File: src/irq_flags_pkg.sv
// constants, field layouts and carriers of the peripheral request flag block
// assumes one system clock and a plain strobe register port
package irq_flags_pkg;

  // ----------------------------------------------------------------
  // widths
  // ----------------------------------------------------------------
  localparam int unsigned DATA_W = 8;
  localparam int unsigned ADDR_W = 4;

  // ----------------------------------------------------------------
  // register offsets
  // ----------------------------------------------------------------
  localparam logic [ADDR_W-1:0] FLAGS_THREE_OFS = 4'h0;
  localparam logic [ADDR_W-1:0] FLAGS_FOUR_OFS  = 4'h1;
  localparam logic [ADDR_W-1:0] STATUS_THREE_OFS = 4'h2;
  localparam logic [ADDR_W-1:0] STATUS_FOUR_OFS  = 4'h3;
  localparam logic [ADDR_W-1:0] MASK_THREE_OFS   = 4'h4;
  localparam logic [ADDR_W-1:0] MASK_FOUR_OFS    = 4'h5;
  localparam logic [ADDR_W-1:0] CAPCMP_MODE_OFS  = 4'h6;
  localparam logic [ADDR_W-1:0] CELL_EDGE_OFS    = 4'h7;

  // ----------------------------------------------------------------
  // bit positions, request register three
  // ----------------------------------------------------------------
  localparam int unsigned OSC_FAILSAFE_BIT = 7;
  localparam int unsigned CLOCK_SWITCH_BIT = 6;
  localparam int unsigned LOGIC_CELL2_BIT  = 1;
  localparam int unsigned LOGIC_CELL1_BIT  = 0;

  // ----------------------------------------------------------------
  // bit positions, request register four
  // ----------------------------------------------------------------
  localparam int unsigned WAVEFORM_BIT = 6;
  localparam int unsigned CAPCMP2_BIT  = 1;
  localparam int unsigned CAPCMP1_BIT  = 0;

  // ----------------------------------------------------------------
  // implemented bits and reset values
  // ----------------------------------------------------------------
  localparam logic [DATA_W-1:0] THREE_IMPL_MASK = 8'hC3;
  localparam logic [DATA_W-1:0] FOUR_IMPL_MASK  = 8'h43;
  localparam logic [DATA_W-1:0] FLAGS_RESET     = 8'h00;
  localparam logic [DATA_W-1:0] MASK_RESET      = 8'h00;
  localparam logic [DATA_W-1:0] ZERO_BYTE       = 8'h00;

  // ----------------------------------------------------------------
  // unit mode field and logic cell edge field
  // ----------------------------------------------------------------
  localparam int unsigned CAPCMP1_MODE_LSB = 0;
  localparam int unsigned CAPCMP2_MODE_LSB = 2;
  localparam logic [3:0]  CAPCMP_MODE_RESET = 4'h0;
  localparam int unsigned CELL1_RISE_BIT   = 0;
  localparam int unsigned CELL1_FALL_BIT   = 1;
  localparam int unsigned CELL2_RISE_BIT   = 2;
  localparam int unsigned CELL2_FALL_BIT   = 3;
  localparam logic [3:0]  CELL_EDGE_RESET  = 4'h5;

  typedef enum logic [1:0] {
    MODE_CAPTURE = 2'b00,
    MODE_COMPARE = 2'b01,
    MODE_PWM     = 2'b10,
    MODE_OFF     = 2'b11
  } capcmp_mode_type;

  // ----------------------------------------------------------------
  // carriers
  // ----------------------------------------------------------------
  typedef struct packed {
    logic              wr;
    logic              rd;
    logic [ADDR_W-1:0] addr;
    logic [DATA_W-1:0] wdata;
  } bus_req_type;

  typedef struct packed {
    logic osc_fail;
    logic clock_switch_done;
    logic logic_cell1_output;
    logic logic_cell2_output;
    logic waveform_shutdown;
    logic capcmp1_capture;
    logic capcmp1_compare;
    logic capcmp1_pwm_edge;
    logic capcmp2_capture;
    logic capcmp2_compare;
    logic capcmp2_pwm_edge;
  } periph_events_type;

endpackage : irq_flags_pkg

File: src/periph_irq_flags.sv
// peripheral request flag registers three and four with irq status
// assumes event inputs are synchronous to clk_i, one register port
`timescale 1ns/100ps

module periph_irq_flags (
  input  wire logic                               clk_i,
  input  wire logic                               reset_i,
  input  wire irq_flags_pkg::bus_req_type         bus_i,
  input  wire irq_flags_pkg::periph_events_type   events_i,
  output logic [irq_flags_pkg::DATA_W-1:0]        rdata_o,
  output logic [irq_flags_pkg::DATA_W-1:0]        flags_three_o,
  output logic [irq_flags_pkg::DATA_W-1:0]        flags_four_o,
  output logic                                    irq_o
);

  localparam int unsigned DW = irq_flags_pkg::DATA_W;

  // ----------------------------------------------------------------
  // state
  // ----------------------------------------------------------------
  typedef struct packed {
    logic [DW-1:0] mask_three;
    logic [DW-1:0] mask_four;
    logic [3:0]    capcmp_mode;
    logic [3:0]    cell_edge;
    logic          cell1_prev;
    logic          cell2_prev;
    logic [DW-1:0] rdata;
    logic          irq;
  } state_type;

  state_type state_q;
  state_type state_d;

  logic [DW-1:0] set_three;
  logic [DW-1:0] set_four;
  logic [DW-1:0] flags_three;
  logic [DW-1:0] flags_four;
  logic [DW-1:0] status_three;
  logic [DW-1:0] status_four;
  logic          wr_three;
  logic          wr_four;
  logic          clr_status_three;
  logic          clr_status_four;
  logic          cell1_hit;
  logic          cell2_hit;
  logic          cell1_rise;
  logic          cell1_fall;
  logic          cell2_rise;
  logic          cell2_fall;
  logic [DW-1:0] pending_three;
  logic [DW-1:0] pending_four;
  logic [DW-1:0] read_word;
  logic          capcmp1_hit;
  logic          capcmp2_hit;
  irq_flags_pkg::capcmp_mode_type mode1;
  irq_flags_pkg::capcmp_mode_type mode2;

  // ----------------------------------------------------------------
  // unit event select
  // ----------------------------------------------------------------
  function automatic logic capcmp_select(
    input irq_flags_pkg::capcmp_mode_type mode,
    input logic                           capture,
    input logic                           compare,
    input logic                           pwm_edge
  );
    logic hit;
    hit = 1'b0;
    case (mode)
      irq_flags_pkg::MODE_CAPTURE: begin
        hit = capture;
      end
      irq_flags_pkg::MODE_COMPARE: begin
        hit = compare;
      end
      irq_flags_pkg::MODE_PWM: begin
        hit = pwm_edge;
      end
      irq_flags_pkg::MODE_OFF: begin
        hit = 1'b0;
      end
      default: begin
        hit = 1'b0;
      end
    endcase
    return hit;
  endfunction : capcmp_select

  // ----------------------------------------------------------------
  // unit mode fields
  // ----------------------------------------------------------------
  always_comb begin
    mode1 = irq_flags_pkg::capcmp_mode_type'(
      state_q.capcmp_mode[irq_flags_pkg::CAPCMP1_MODE_LSB +: 2]);
    mode2 = irq_flags_pkg::capcmp_mode_type'(
      state_q.capcmp_mode[irq_flags_pkg::CAPCMP2_MODE_LSB +: 2]);
  end

  // ----------------------------------------------------------------
  // event detection
  // ----------------------------------------------------------------
  always_comb begin
    // edges against last cycle
    cell1_rise = events_i.logic_cell1_output & ~state_q.cell1_prev;
    cell1_fall = ~events_i.logic_cell1_output & state_q.cell1_prev;
    cell2_rise = events_i.logic_cell2_output & ~state_q.cell2_prev;
    cell2_fall = ~events_i.logic_cell2_output & state_q.cell2_prev;
    cell1_hit =
      (cell1_rise & state_q.cell_edge[irq_flags_pkg::CELL1_RISE_BIT]) |
      (cell1_fall & state_q.cell_edge[irq_flags_pkg::CELL1_FALL_BIT]);
    cell2_hit =
      (cell2_rise & state_q.cell_edge[irq_flags_pkg::CELL2_RISE_BIT]) |
      (cell2_fall & state_q.cell_edge[irq_flags_pkg::CELL2_FALL_BIT]);
    capcmp1_hit = capcmp_select(mode1, events_i.capcmp1_capture,
                                events_i.capcmp1_compare,
                                events_i.capcmp1_pwm_edge);
    capcmp2_hit = capcmp_select(mode2, events_i.capcmp2_capture,
                                events_i.capcmp2_compare,
                                events_i.capcmp2_pwm_edge);
  end

  // ----------------------------------------------------------------
  // set vectors
  // ----------------------------------------------------------------
  always_comb begin
    set_three = irq_flags_pkg::ZERO_BYTE;
    set_four  = irq_flags_pkg::ZERO_BYTE;
    set_three[irq_flags_pkg::OSC_FAILSAFE_BIT] = events_i.osc_fail;
    set_three[irq_flags_pkg::CLOCK_SWITCH_BIT] = events_i.clock_switch_done;
    set_three[irq_flags_pkg::LOGIC_CELL2_BIT]  = cell2_hit;
    set_three[irq_flags_pkg::LOGIC_CELL1_BIT]  = cell1_hit;
    set_four[irq_flags_pkg::WAVEFORM_BIT]      = events_i.waveform_shutdown;
    set_four[irq_flags_pkg::CAPCMP2_BIT]       = capcmp2_hit;
    set_four[irq_flags_pkg::CAPCMP1_BIT]       = capcmp1_hit;
  end

  // ----------------------------------------------------------------
  // register decode
  // ----------------------------------------------------------------
  always_comb begin
    wr_three = bus_i.wr & (bus_i.addr == irq_flags_pkg::FLAGS_THREE_OFS);
    wr_four  = bus_i.wr & (bus_i.addr == irq_flags_pkg::FLAGS_FOUR_OFS);
    clr_status_three =
      bus_i.rd & (bus_i.addr == irq_flags_pkg::STATUS_THREE_OFS);
    clr_status_four =
      bus_i.rd & (bus_i.addr == irq_flags_pkg::STATUS_FOUR_OFS);
  end

  // ----------------------------------------------------------------
  // request flag banks
  // ----------------------------------------------------------------
  // software write, hardware set
  flag_bank #(
    .WIDTH     (DW),
    .IMPL_MASK (irq_flags_pkg::THREE_IMPL_MASK)
  ) flags_three_bank (
    .clk_i     (clk_i),
    .reset_i   (reset_i),
    .set_i     (set_three),
    .wr_i      (wr_three),
    .wr_data_i (bus_i.wdata),
    .rd_clr_i  (1'b0),
    .q_o       (flags_three)
  );

  flag_bank #(
    .WIDTH     (DW),
    .IMPL_MASK (irq_flags_pkg::FOUR_IMPL_MASK)
  ) flags_four_bank (
    .clk_i     (clk_i),
    .reset_i   (reset_i),
    .set_i     (set_four),
    .wr_i      (wr_four),
    .wr_data_i (bus_i.wdata),
    .rd_clr_i  (1'b0),
    .q_o       (flags_four)
  );

  // ----------------------------------------------------------------
  // interrupt status banks, cleared by read
  // ----------------------------------------------------------------
  flag_bank #(
    .WIDTH     (DW),
    .IMPL_MASK (irq_flags_pkg::THREE_IMPL_MASK)
  ) status_three_bank (
    .clk_i     (clk_i),
    .reset_i   (reset_i),
    .set_i     (set_three),
    .wr_i      (1'b0),
    .wr_data_i (irq_flags_pkg::ZERO_BYTE),
    .rd_clr_i  (clr_status_three),
    .q_o       (status_three)
  );

  flag_bank #(
    .WIDTH     (DW),
    .IMPL_MASK (irq_flags_pkg::FOUR_IMPL_MASK)
  ) status_four_bank (
    .clk_i     (clk_i),
    .reset_i   (reset_i),
    .set_i     (set_four),
    .wr_i      (1'b0),
    .wr_data_i (irq_flags_pkg::ZERO_BYTE),
    .rd_clr_i  (clr_status_four),
    .q_o       (status_four)
  );

  // ----------------------------------------------------------------
  // unmasked pending status
  // ----------------------------------------------------------------
  always_comb begin
    pending_three = status_three & state_q.mask_three;
    pending_four  = status_four & state_q.mask_four;
  end

  // ----------------------------------------------------------------
  // read word select
  // ----------------------------------------------------------------
  always_comb begin
    read_word = irq_flags_pkg::ZERO_BYTE;
    case (bus_i.addr)
      irq_flags_pkg::FLAGS_THREE_OFS: begin
        read_word = flags_three & irq_flags_pkg::THREE_IMPL_MASK;
      end
      irq_flags_pkg::FLAGS_FOUR_OFS: begin
        read_word = flags_four & irq_flags_pkg::FOUR_IMPL_MASK;
      end
      irq_flags_pkg::STATUS_THREE_OFS: begin
        read_word = status_three;
      end
      irq_flags_pkg::STATUS_FOUR_OFS: begin
        read_word = status_four;
      end
      irq_flags_pkg::MASK_THREE_OFS: begin
        read_word = state_q.mask_three;
      end
      irq_flags_pkg::MASK_FOUR_OFS: begin
        read_word = state_q.mask_four;
      end
      irq_flags_pkg::CAPCMP_MODE_OFS: begin
        read_word = {4'h0, state_q.capcmp_mode};
      end
      irq_flags_pkg::CELL_EDGE_OFS: begin
        read_word = {4'h0, state_q.cell_edge};
      end
      default: begin
        read_word = irq_flags_pkg::ZERO_BYTE;
      end
    endcase
  end

  // ----------------------------------------------------------------
  // next state
  // ----------------------------------------------------------------
  always_comb begin
    state_d            = state_q;
    state_d.cell1_prev = events_i.logic_cell1_output;
    state_d.cell2_prev = events_i.logic_cell2_output;
    state_d.rdata      = irq_flags_pkg::ZERO_BYTE;

    if (bus_i.wr) begin
      case (bus_i.addr)
        // flags are written inside their banks
        irq_flags_pkg::FLAGS_THREE_OFS,
        irq_flags_pkg::FLAGS_FOUR_OFS: begin
        end
        // status registers are read only
        irq_flags_pkg::STATUS_THREE_OFS,
        irq_flags_pkg::STATUS_FOUR_OFS: begin
        end
        irq_flags_pkg::MASK_THREE_OFS: begin
          state_d.mask_three = bus_i.wdata & irq_flags_pkg::THREE_IMPL_MASK;
        end
        irq_flags_pkg::MASK_FOUR_OFS: begin
          state_d.mask_four = bus_i.wdata & irq_flags_pkg::FOUR_IMPL_MASK;
        end
        irq_flags_pkg::CAPCMP_MODE_OFS: begin
          state_d.capcmp_mode = bus_i.wdata[3:0];
        end
        irq_flags_pkg::CELL_EDGE_OFS: begin
          state_d.cell_edge = bus_i.wdata[3:0];
        end
        default: begin
          state_d.capcmp_mode = state_q.capcmp_mode;
        end
      endcase
    end

    if (bus_i.rd) begin
      state_d.rdata = read_word;
    end

    // level irq from unmasked status
    state_d.irq = (pending_three != irq_flags_pkg::ZERO_BYTE) |
                  (pending_four != irq_flags_pkg::ZERO_BYTE);
  end

  // ----------------------------------------------------------------
  // state register
  // ----------------------------------------------------------------
  always_ff @(posedge clk_i) begin
    if (reset_i) begin
      state_q.mask_three  <= irq_flags_pkg::MASK_RESET;
      state_q.mask_four   <= irq_flags_pkg::MASK_RESET;
      state_q.capcmp_mode <= irq_flags_pkg::CAPCMP_MODE_RESET;
      state_q.cell_edge   <= irq_flags_pkg::CELL_EDGE_RESET;
      state_q.cell1_prev  <= 1'b0;
      state_q.cell2_prev  <= 1'b0;
      state_q.rdata       <= irq_flags_pkg::ZERO_BYTE;
      state_q.irq         <= 1'b0;
    end else begin
      state_q <= state_d;
    end
  end

  // ----------------------------------------------------------------
  // outputs
  // ----------------------------------------------------------------
  assign rdata_o       = state_q.rdata;
  assign flags_three_o = flags_three;
  assign flags_four_o  = flags_four;
  assign irq_o         = state_q.irq;

endmodule : periph_irq_flags

File: src/flag_bank.sv
// a bank of sticky flags: hardware sets, software writes or read clears
// assumes set pulses and strobes come from the same clock
`timescale 1ns/100ps

module flag_bank #(
  parameter int unsigned             WIDTH     = 8,
  parameter logic [WIDTH-1:0]        IMPL_MASK = 8'hFF
) (
  input  wire logic             clk_i,
  input  wire logic             reset_i,
  input  wire logic [WIDTH-1:0] set_i,
  input  wire logic             wr_i,
  input  wire logic [WIDTH-1:0] wr_data_i,
  input  wire logic             rd_clr_i,
  output logic      [WIDTH-1:0] q_o
);

  typedef struct packed {
    logic [WIDTH-1:0] flags;
  } state_type;

  state_type state_q;
  state_type state_d;

  // ----------------------------------------------------------------
  // next state: set wins over write and clear
  // ----------------------------------------------------------------
  always_comb begin
    state_d = state_q;
    if (wr_i) begin
      state_d.flags = wr_data_i;
    end else if (rd_clr_i) begin
      state_d.flags = '0;
    end
    state_d.flags = (state_d.flags | set_i) & IMPL_MASK;
  end

  always_ff @(posedge clk_i) begin
    if (reset_i) begin
      state_q <= '0;
    end else begin
      state_q <= state_d;
    end
  end

  assign q_o = state_q.flags;

endmodule : flag_bank

File: config.mk
export PLATFORM = sky130hd
export DESIGN_NAME = periph_irq_flags
export DESIGN_NICKNAME = d
export VERILOG_FILES = /design/src/irq_flags_pkg.sv /design/src/periph_irq_flags.sv /design/src/flag_bank.sv
export SDC_FILE = /design/constraint.sdc
export NUM_CORES = 1
export LEC_CHECK = 0
export ABC_CLOCK_PERIOD_IN_PS = 1240
export BUFFER_PORTS_ARGS = -buffer_cell sky130_fd_sc_hd__buf_2
export CORE_UTILIZATION = 45
export DETAILED_ROUTE_END_ITERATION = 8
export GPL_TIMING_DRIVEN = 0
export PLACE_DENSITY = 0.76
export SYNTH_ARGS = -nofsm -noshare
export SYNTH_HDL_FRONTEND = slang
export SYNTH_SLANG_ARGS = --single-unit
File: constraint.sdc
create_clock -name clk_i -period 1.24 [get_ports clk_i]
set_input_delay 0.124 -clock clk_i [delete_from_list [all_inputs] [get_ports clk_i]]
set_output_delay 0.124 -clock clk_i [all_outputs]
set_load 0.02 [all_outputs]
==> flow_metrics.env <==
export IMPL_rsz0062_at_grt="true"
export IMPL_critPathLaunchType="flop"
export IMPL_critPathLaunch="state_q[11]"
export IMPL_yosysTopAreaCell="dfxtp_1"
export IMPL_min_path_type="input pin to flop"
export IMPL_drt_total_wl_um=5290
export IMPL_p_comb_frac=0.163
export IMPL_worst_ep_required_time_ns=1.40
export IMPL_finalCriticalPeriod_ns=1.23
export IMPL_hold_violations=0
export IMPL_synthXorXnorAreaFrac=0
export IMPL_drive_above_1_share=0.276
export IMPL_port_buffers=37
export IMPL_clk_pin_slew_worst_paths_ns=0.07
export IMPL_slew_headroom=0.615
export IMPL_io_pins=52
export IMPL_peakVddDrop_v=0.000433
export IMPL_rows=23
export IMPL_antenna_cells=0
export IMPL_clock_sinks=38
export IMPL_seqPwrFrac=0.518
export IMPL_synth_top_area_frac=0.383
export IMPL_synth_area_leaders="dfxtp_1, o21ai_0, buf_4"
export IMPL_final_util=0.573
export IMPL_power_uw=2520
export IMPL_grt_pass1_wl_um=8510
export IMPL_htreeDepth=2
export IMPL_firstDrtPassIters=6
export IMPL_overflow=0
export IMPL_synth_cell_type_count=37
export IMPL_via_count=1892
export IMPL_critPathKind="flop to flop"
export IMPL_synth_top_family_by_area="simple AND/OR/NAND/NOR gates"
export IMPL_yosysSeqAreaShare=0.383
export IMPL_synthAdderAreaFrac=0
export IMPL_cp_max_fo=3
export IMPL_status="complete, no violations"
export IMPL_ant_nets=0
export IMPL_cts_buffers_inserted=5
export IMPL_wl_per_cell_um=15.7
export IMPL_finalCritPeriodShare=0.995
export IMPL_power_internal_uw=1810
export IMPL_synthCells=232
export IMPL_synth_compound_area_frac=0.216
export IMPL_synthMuxAreaShare=0.0391
export IMPL_synth_seq_cells=38
export IMPL_r2r_start="state_q[11]"
export IMPL_drc=0
export IMPL_grt_pass1_vias=1751
export IMPL_fin_skew_ns=0.00608
export IMPL_hold_ws_ns=0.0596
export IMPL_postCtsSetupBuffers=0
export IMPL_grt_start_max_net_pins=12
export IMPL_vias_per_cell=5.63
export IMPL_synthSimpleGateAreaFrac=0.244
export IMPL_tightest_slew_ns=0.575
export IMPL_antenna_found_initial=0
export IMPL_clk_path_buf_depth=2
export IMPL_power_density_nw_per_um2=1070
export IMPL_cts_root_buf="clkbuf_8"
export IMPL_end_kind="flop"
export IMPL_cts_tree="built"
export IMPL_gp_congestion=0.936
export IMPL_fp_coreArea_um2=4120
export IMPL_synth_avg_cell_area_um2=8.56
export IMPL_swShare=0.282
export IMPL_place_hpwl_um=3860
export IMPL_grt_util_all_layers=0.255
export IMPL_finalSetupViolCount=0
export IMPL_die_area_um2=4680
export IMPL_syn_cell_area_um2=1990
export IMPL_fillers=396
export IMPL_power_share_clock=0.319
export IMPL_yosys_warnings=0
export IMPL_syn2layout_area_growth_pct=18.7
export IMPL_die_x_um=68.4
export IMPL_crit_arrival_ns=1.40
export IMPL_netSwitchingPower_uw=712
export IMPL_dieHeight_um=68.4
export IMPL_tns_ns=0
export IMPL_leakage_uw=0.000995
export IMPL_clkLatencyLatePin_ns=0.30
export IMPL_min_from="events_i[7]"
export IMPL_initial_core_util=0.483
export IMPL_drtIter0Drc=142
export IMPL_fin_nets=313
export IMPL_fmax_mhz=811
export IMPL_max_cap_violations=0
export IMPL_slew_viol_final=0
path summary, 6_finish.rpt:
check	end	slack (ns)	cells after the start
min	state_q[9]	0.06	2
max reg2reg	rdata_o[0]	0.007	3
min reg2reg	state_q[19]	0.49	2
max	rdata_o[0]	0.007	3
state kept, by name, indices dropped and copies added (netlist names):
name,flops
flags_four_bank.q_o,3
flags_three_bank.q_o,4
irq_o,1
mode1,2
mode2,2
rdata_o,6
state_q,13
status_four_bank.q_o,3
status_three_bank.q_o,4
critical path: stages (launching register included):
cell and delay, ns:
dfxtp_2 0.34, mux2_4 0.25, a222oi_1 0.35, a31oi_1 0.15
synthesized netlist by cell type:
cell type	count
or2_2	1
clkbuf_1	9
o21a_1	4
inv_1	4
or3_1	1
nand3_1	20
mux2_4	1
a22oi_1	2
nand2b_1	2
or4b_4	1
mux2i_1	4
and3b_1	10
and2b_1	2
mux2_2	2
nor2_2	1
nand3b_1	7
nor3b_1	3
nor3b_2	1
buf_2	3
a21oi_1	21
conb_1	1
nor2b_1	2
nand4bb_1	1
dfxtp_1	38
nand2_1	4
buf_6	2
nor2_1	5
nor4bb_1	1
nand4_1	4
nor4b_2	1
or3b_4	1
a222oi_1	3
and4bb_1	1
a31oi_1	11
o21ai_0	36
and3_1	3
buf_4	19
placed cells by master, fill, tap and decap left out:
master     netlist  routed
nand2_1          4       4
or3_1            1       1
and4bb_1         1       1
nor4bb_1         1       1
a222oi_1         3       3
dfxtp_1         38      36
buf_4           19      19
a21oi_1         21      21
nand2b_1         2       2
buf_2            3      40
a31oi_1         11      11
nand4_1          4       4
nand3b_1         7       7
inv_1            4       4
a22oi_1          2       2
conb_1           1      11
nor2_2           1       1
mux2_2           2       1
nand4bb_1        1       1
or4b_4           1       1
clkinv_2         0       2
or2_2            1       1
nor4b_2          1       1
or3b_4           1       1
clkbuf_1         9       9
nor2b_1          2       2
clkbuf_8         0       5
buf_6            2       2
nand3_1         20      20
mux2i_1          4       4
nor3b_1          3       3
nor2_1           5       5
and2b_1          2       2
and3_1           3       3
o21ai_0         36      36
mux2_4           1       2
nor3b_2          1       1
dfxtp_2          0       2
o21a_1           4       4
and3b_1         10      10
per-layer routing:
layer | vias up | GRT usage | share of wire
li1 | 928 | - | -
met1 | 870 | 0.329 | 0.45
met2 | 81 | 0.407 | 0.46
met3 | 13 | 0.0550 | 0.071
met4 | 0 | 0.109 | 0.020
met5 | - | 0 | 0
timing repair:
action                     4_1_cts  5_1_grt
resized for setup                0        3
setup endpoints to repair        0        2
hold buffers                     0        0
cell families after synthesis:
| logic type | Yosys count |
|---|---|
| AOI/OAI and AO/OA | 77 |
| buffers and inverters | 37 |
| DFF | 38 |
| muxes | 7 |
| other | 1 |
| and+or+nand+nor | 72 |
final cells by class:
type	count	area (µm²)	area share
Timing Repair Buffer	37	185	0.0786
Clock inverter	2	10.0	0.00425
Inverter	4	15.0	0.00637
Tap cell	50	62.6	0.0266
Sequential cell	38	763	0.324
Clock buffer	5	68.8	0.0292
Multi-Input combinational cell	167	1040	0.440
Buffer	33	214	0.0908
power groups by stage:
stage	combinational, µW	sequential, µW	clock [µW]
2_1_floorplan	251	1340	0
3_3_place_gp	398	1330	0
3_5_place_dp	401	1330	0
4_1_cts	403	1300	813
5_1_grt	447	1310	851
6_report	411	1310	804
metrics by stage:
step | instance area (µm²) | setup slack, ns | cells
6_report | 2360 | 0.00663 | 336
5_1_grt | 2360 | -0.00830 | 336
4_1_cts | 2350 | 0.0234 | 336
3_5_place_dp | 2270 | -0.0860 | 329
3_3_place_gp | 2270 | -0.109 | 329
2_1_floorplan | 2020 | 0.174 | 242
(Power assumes the default switching activity.)
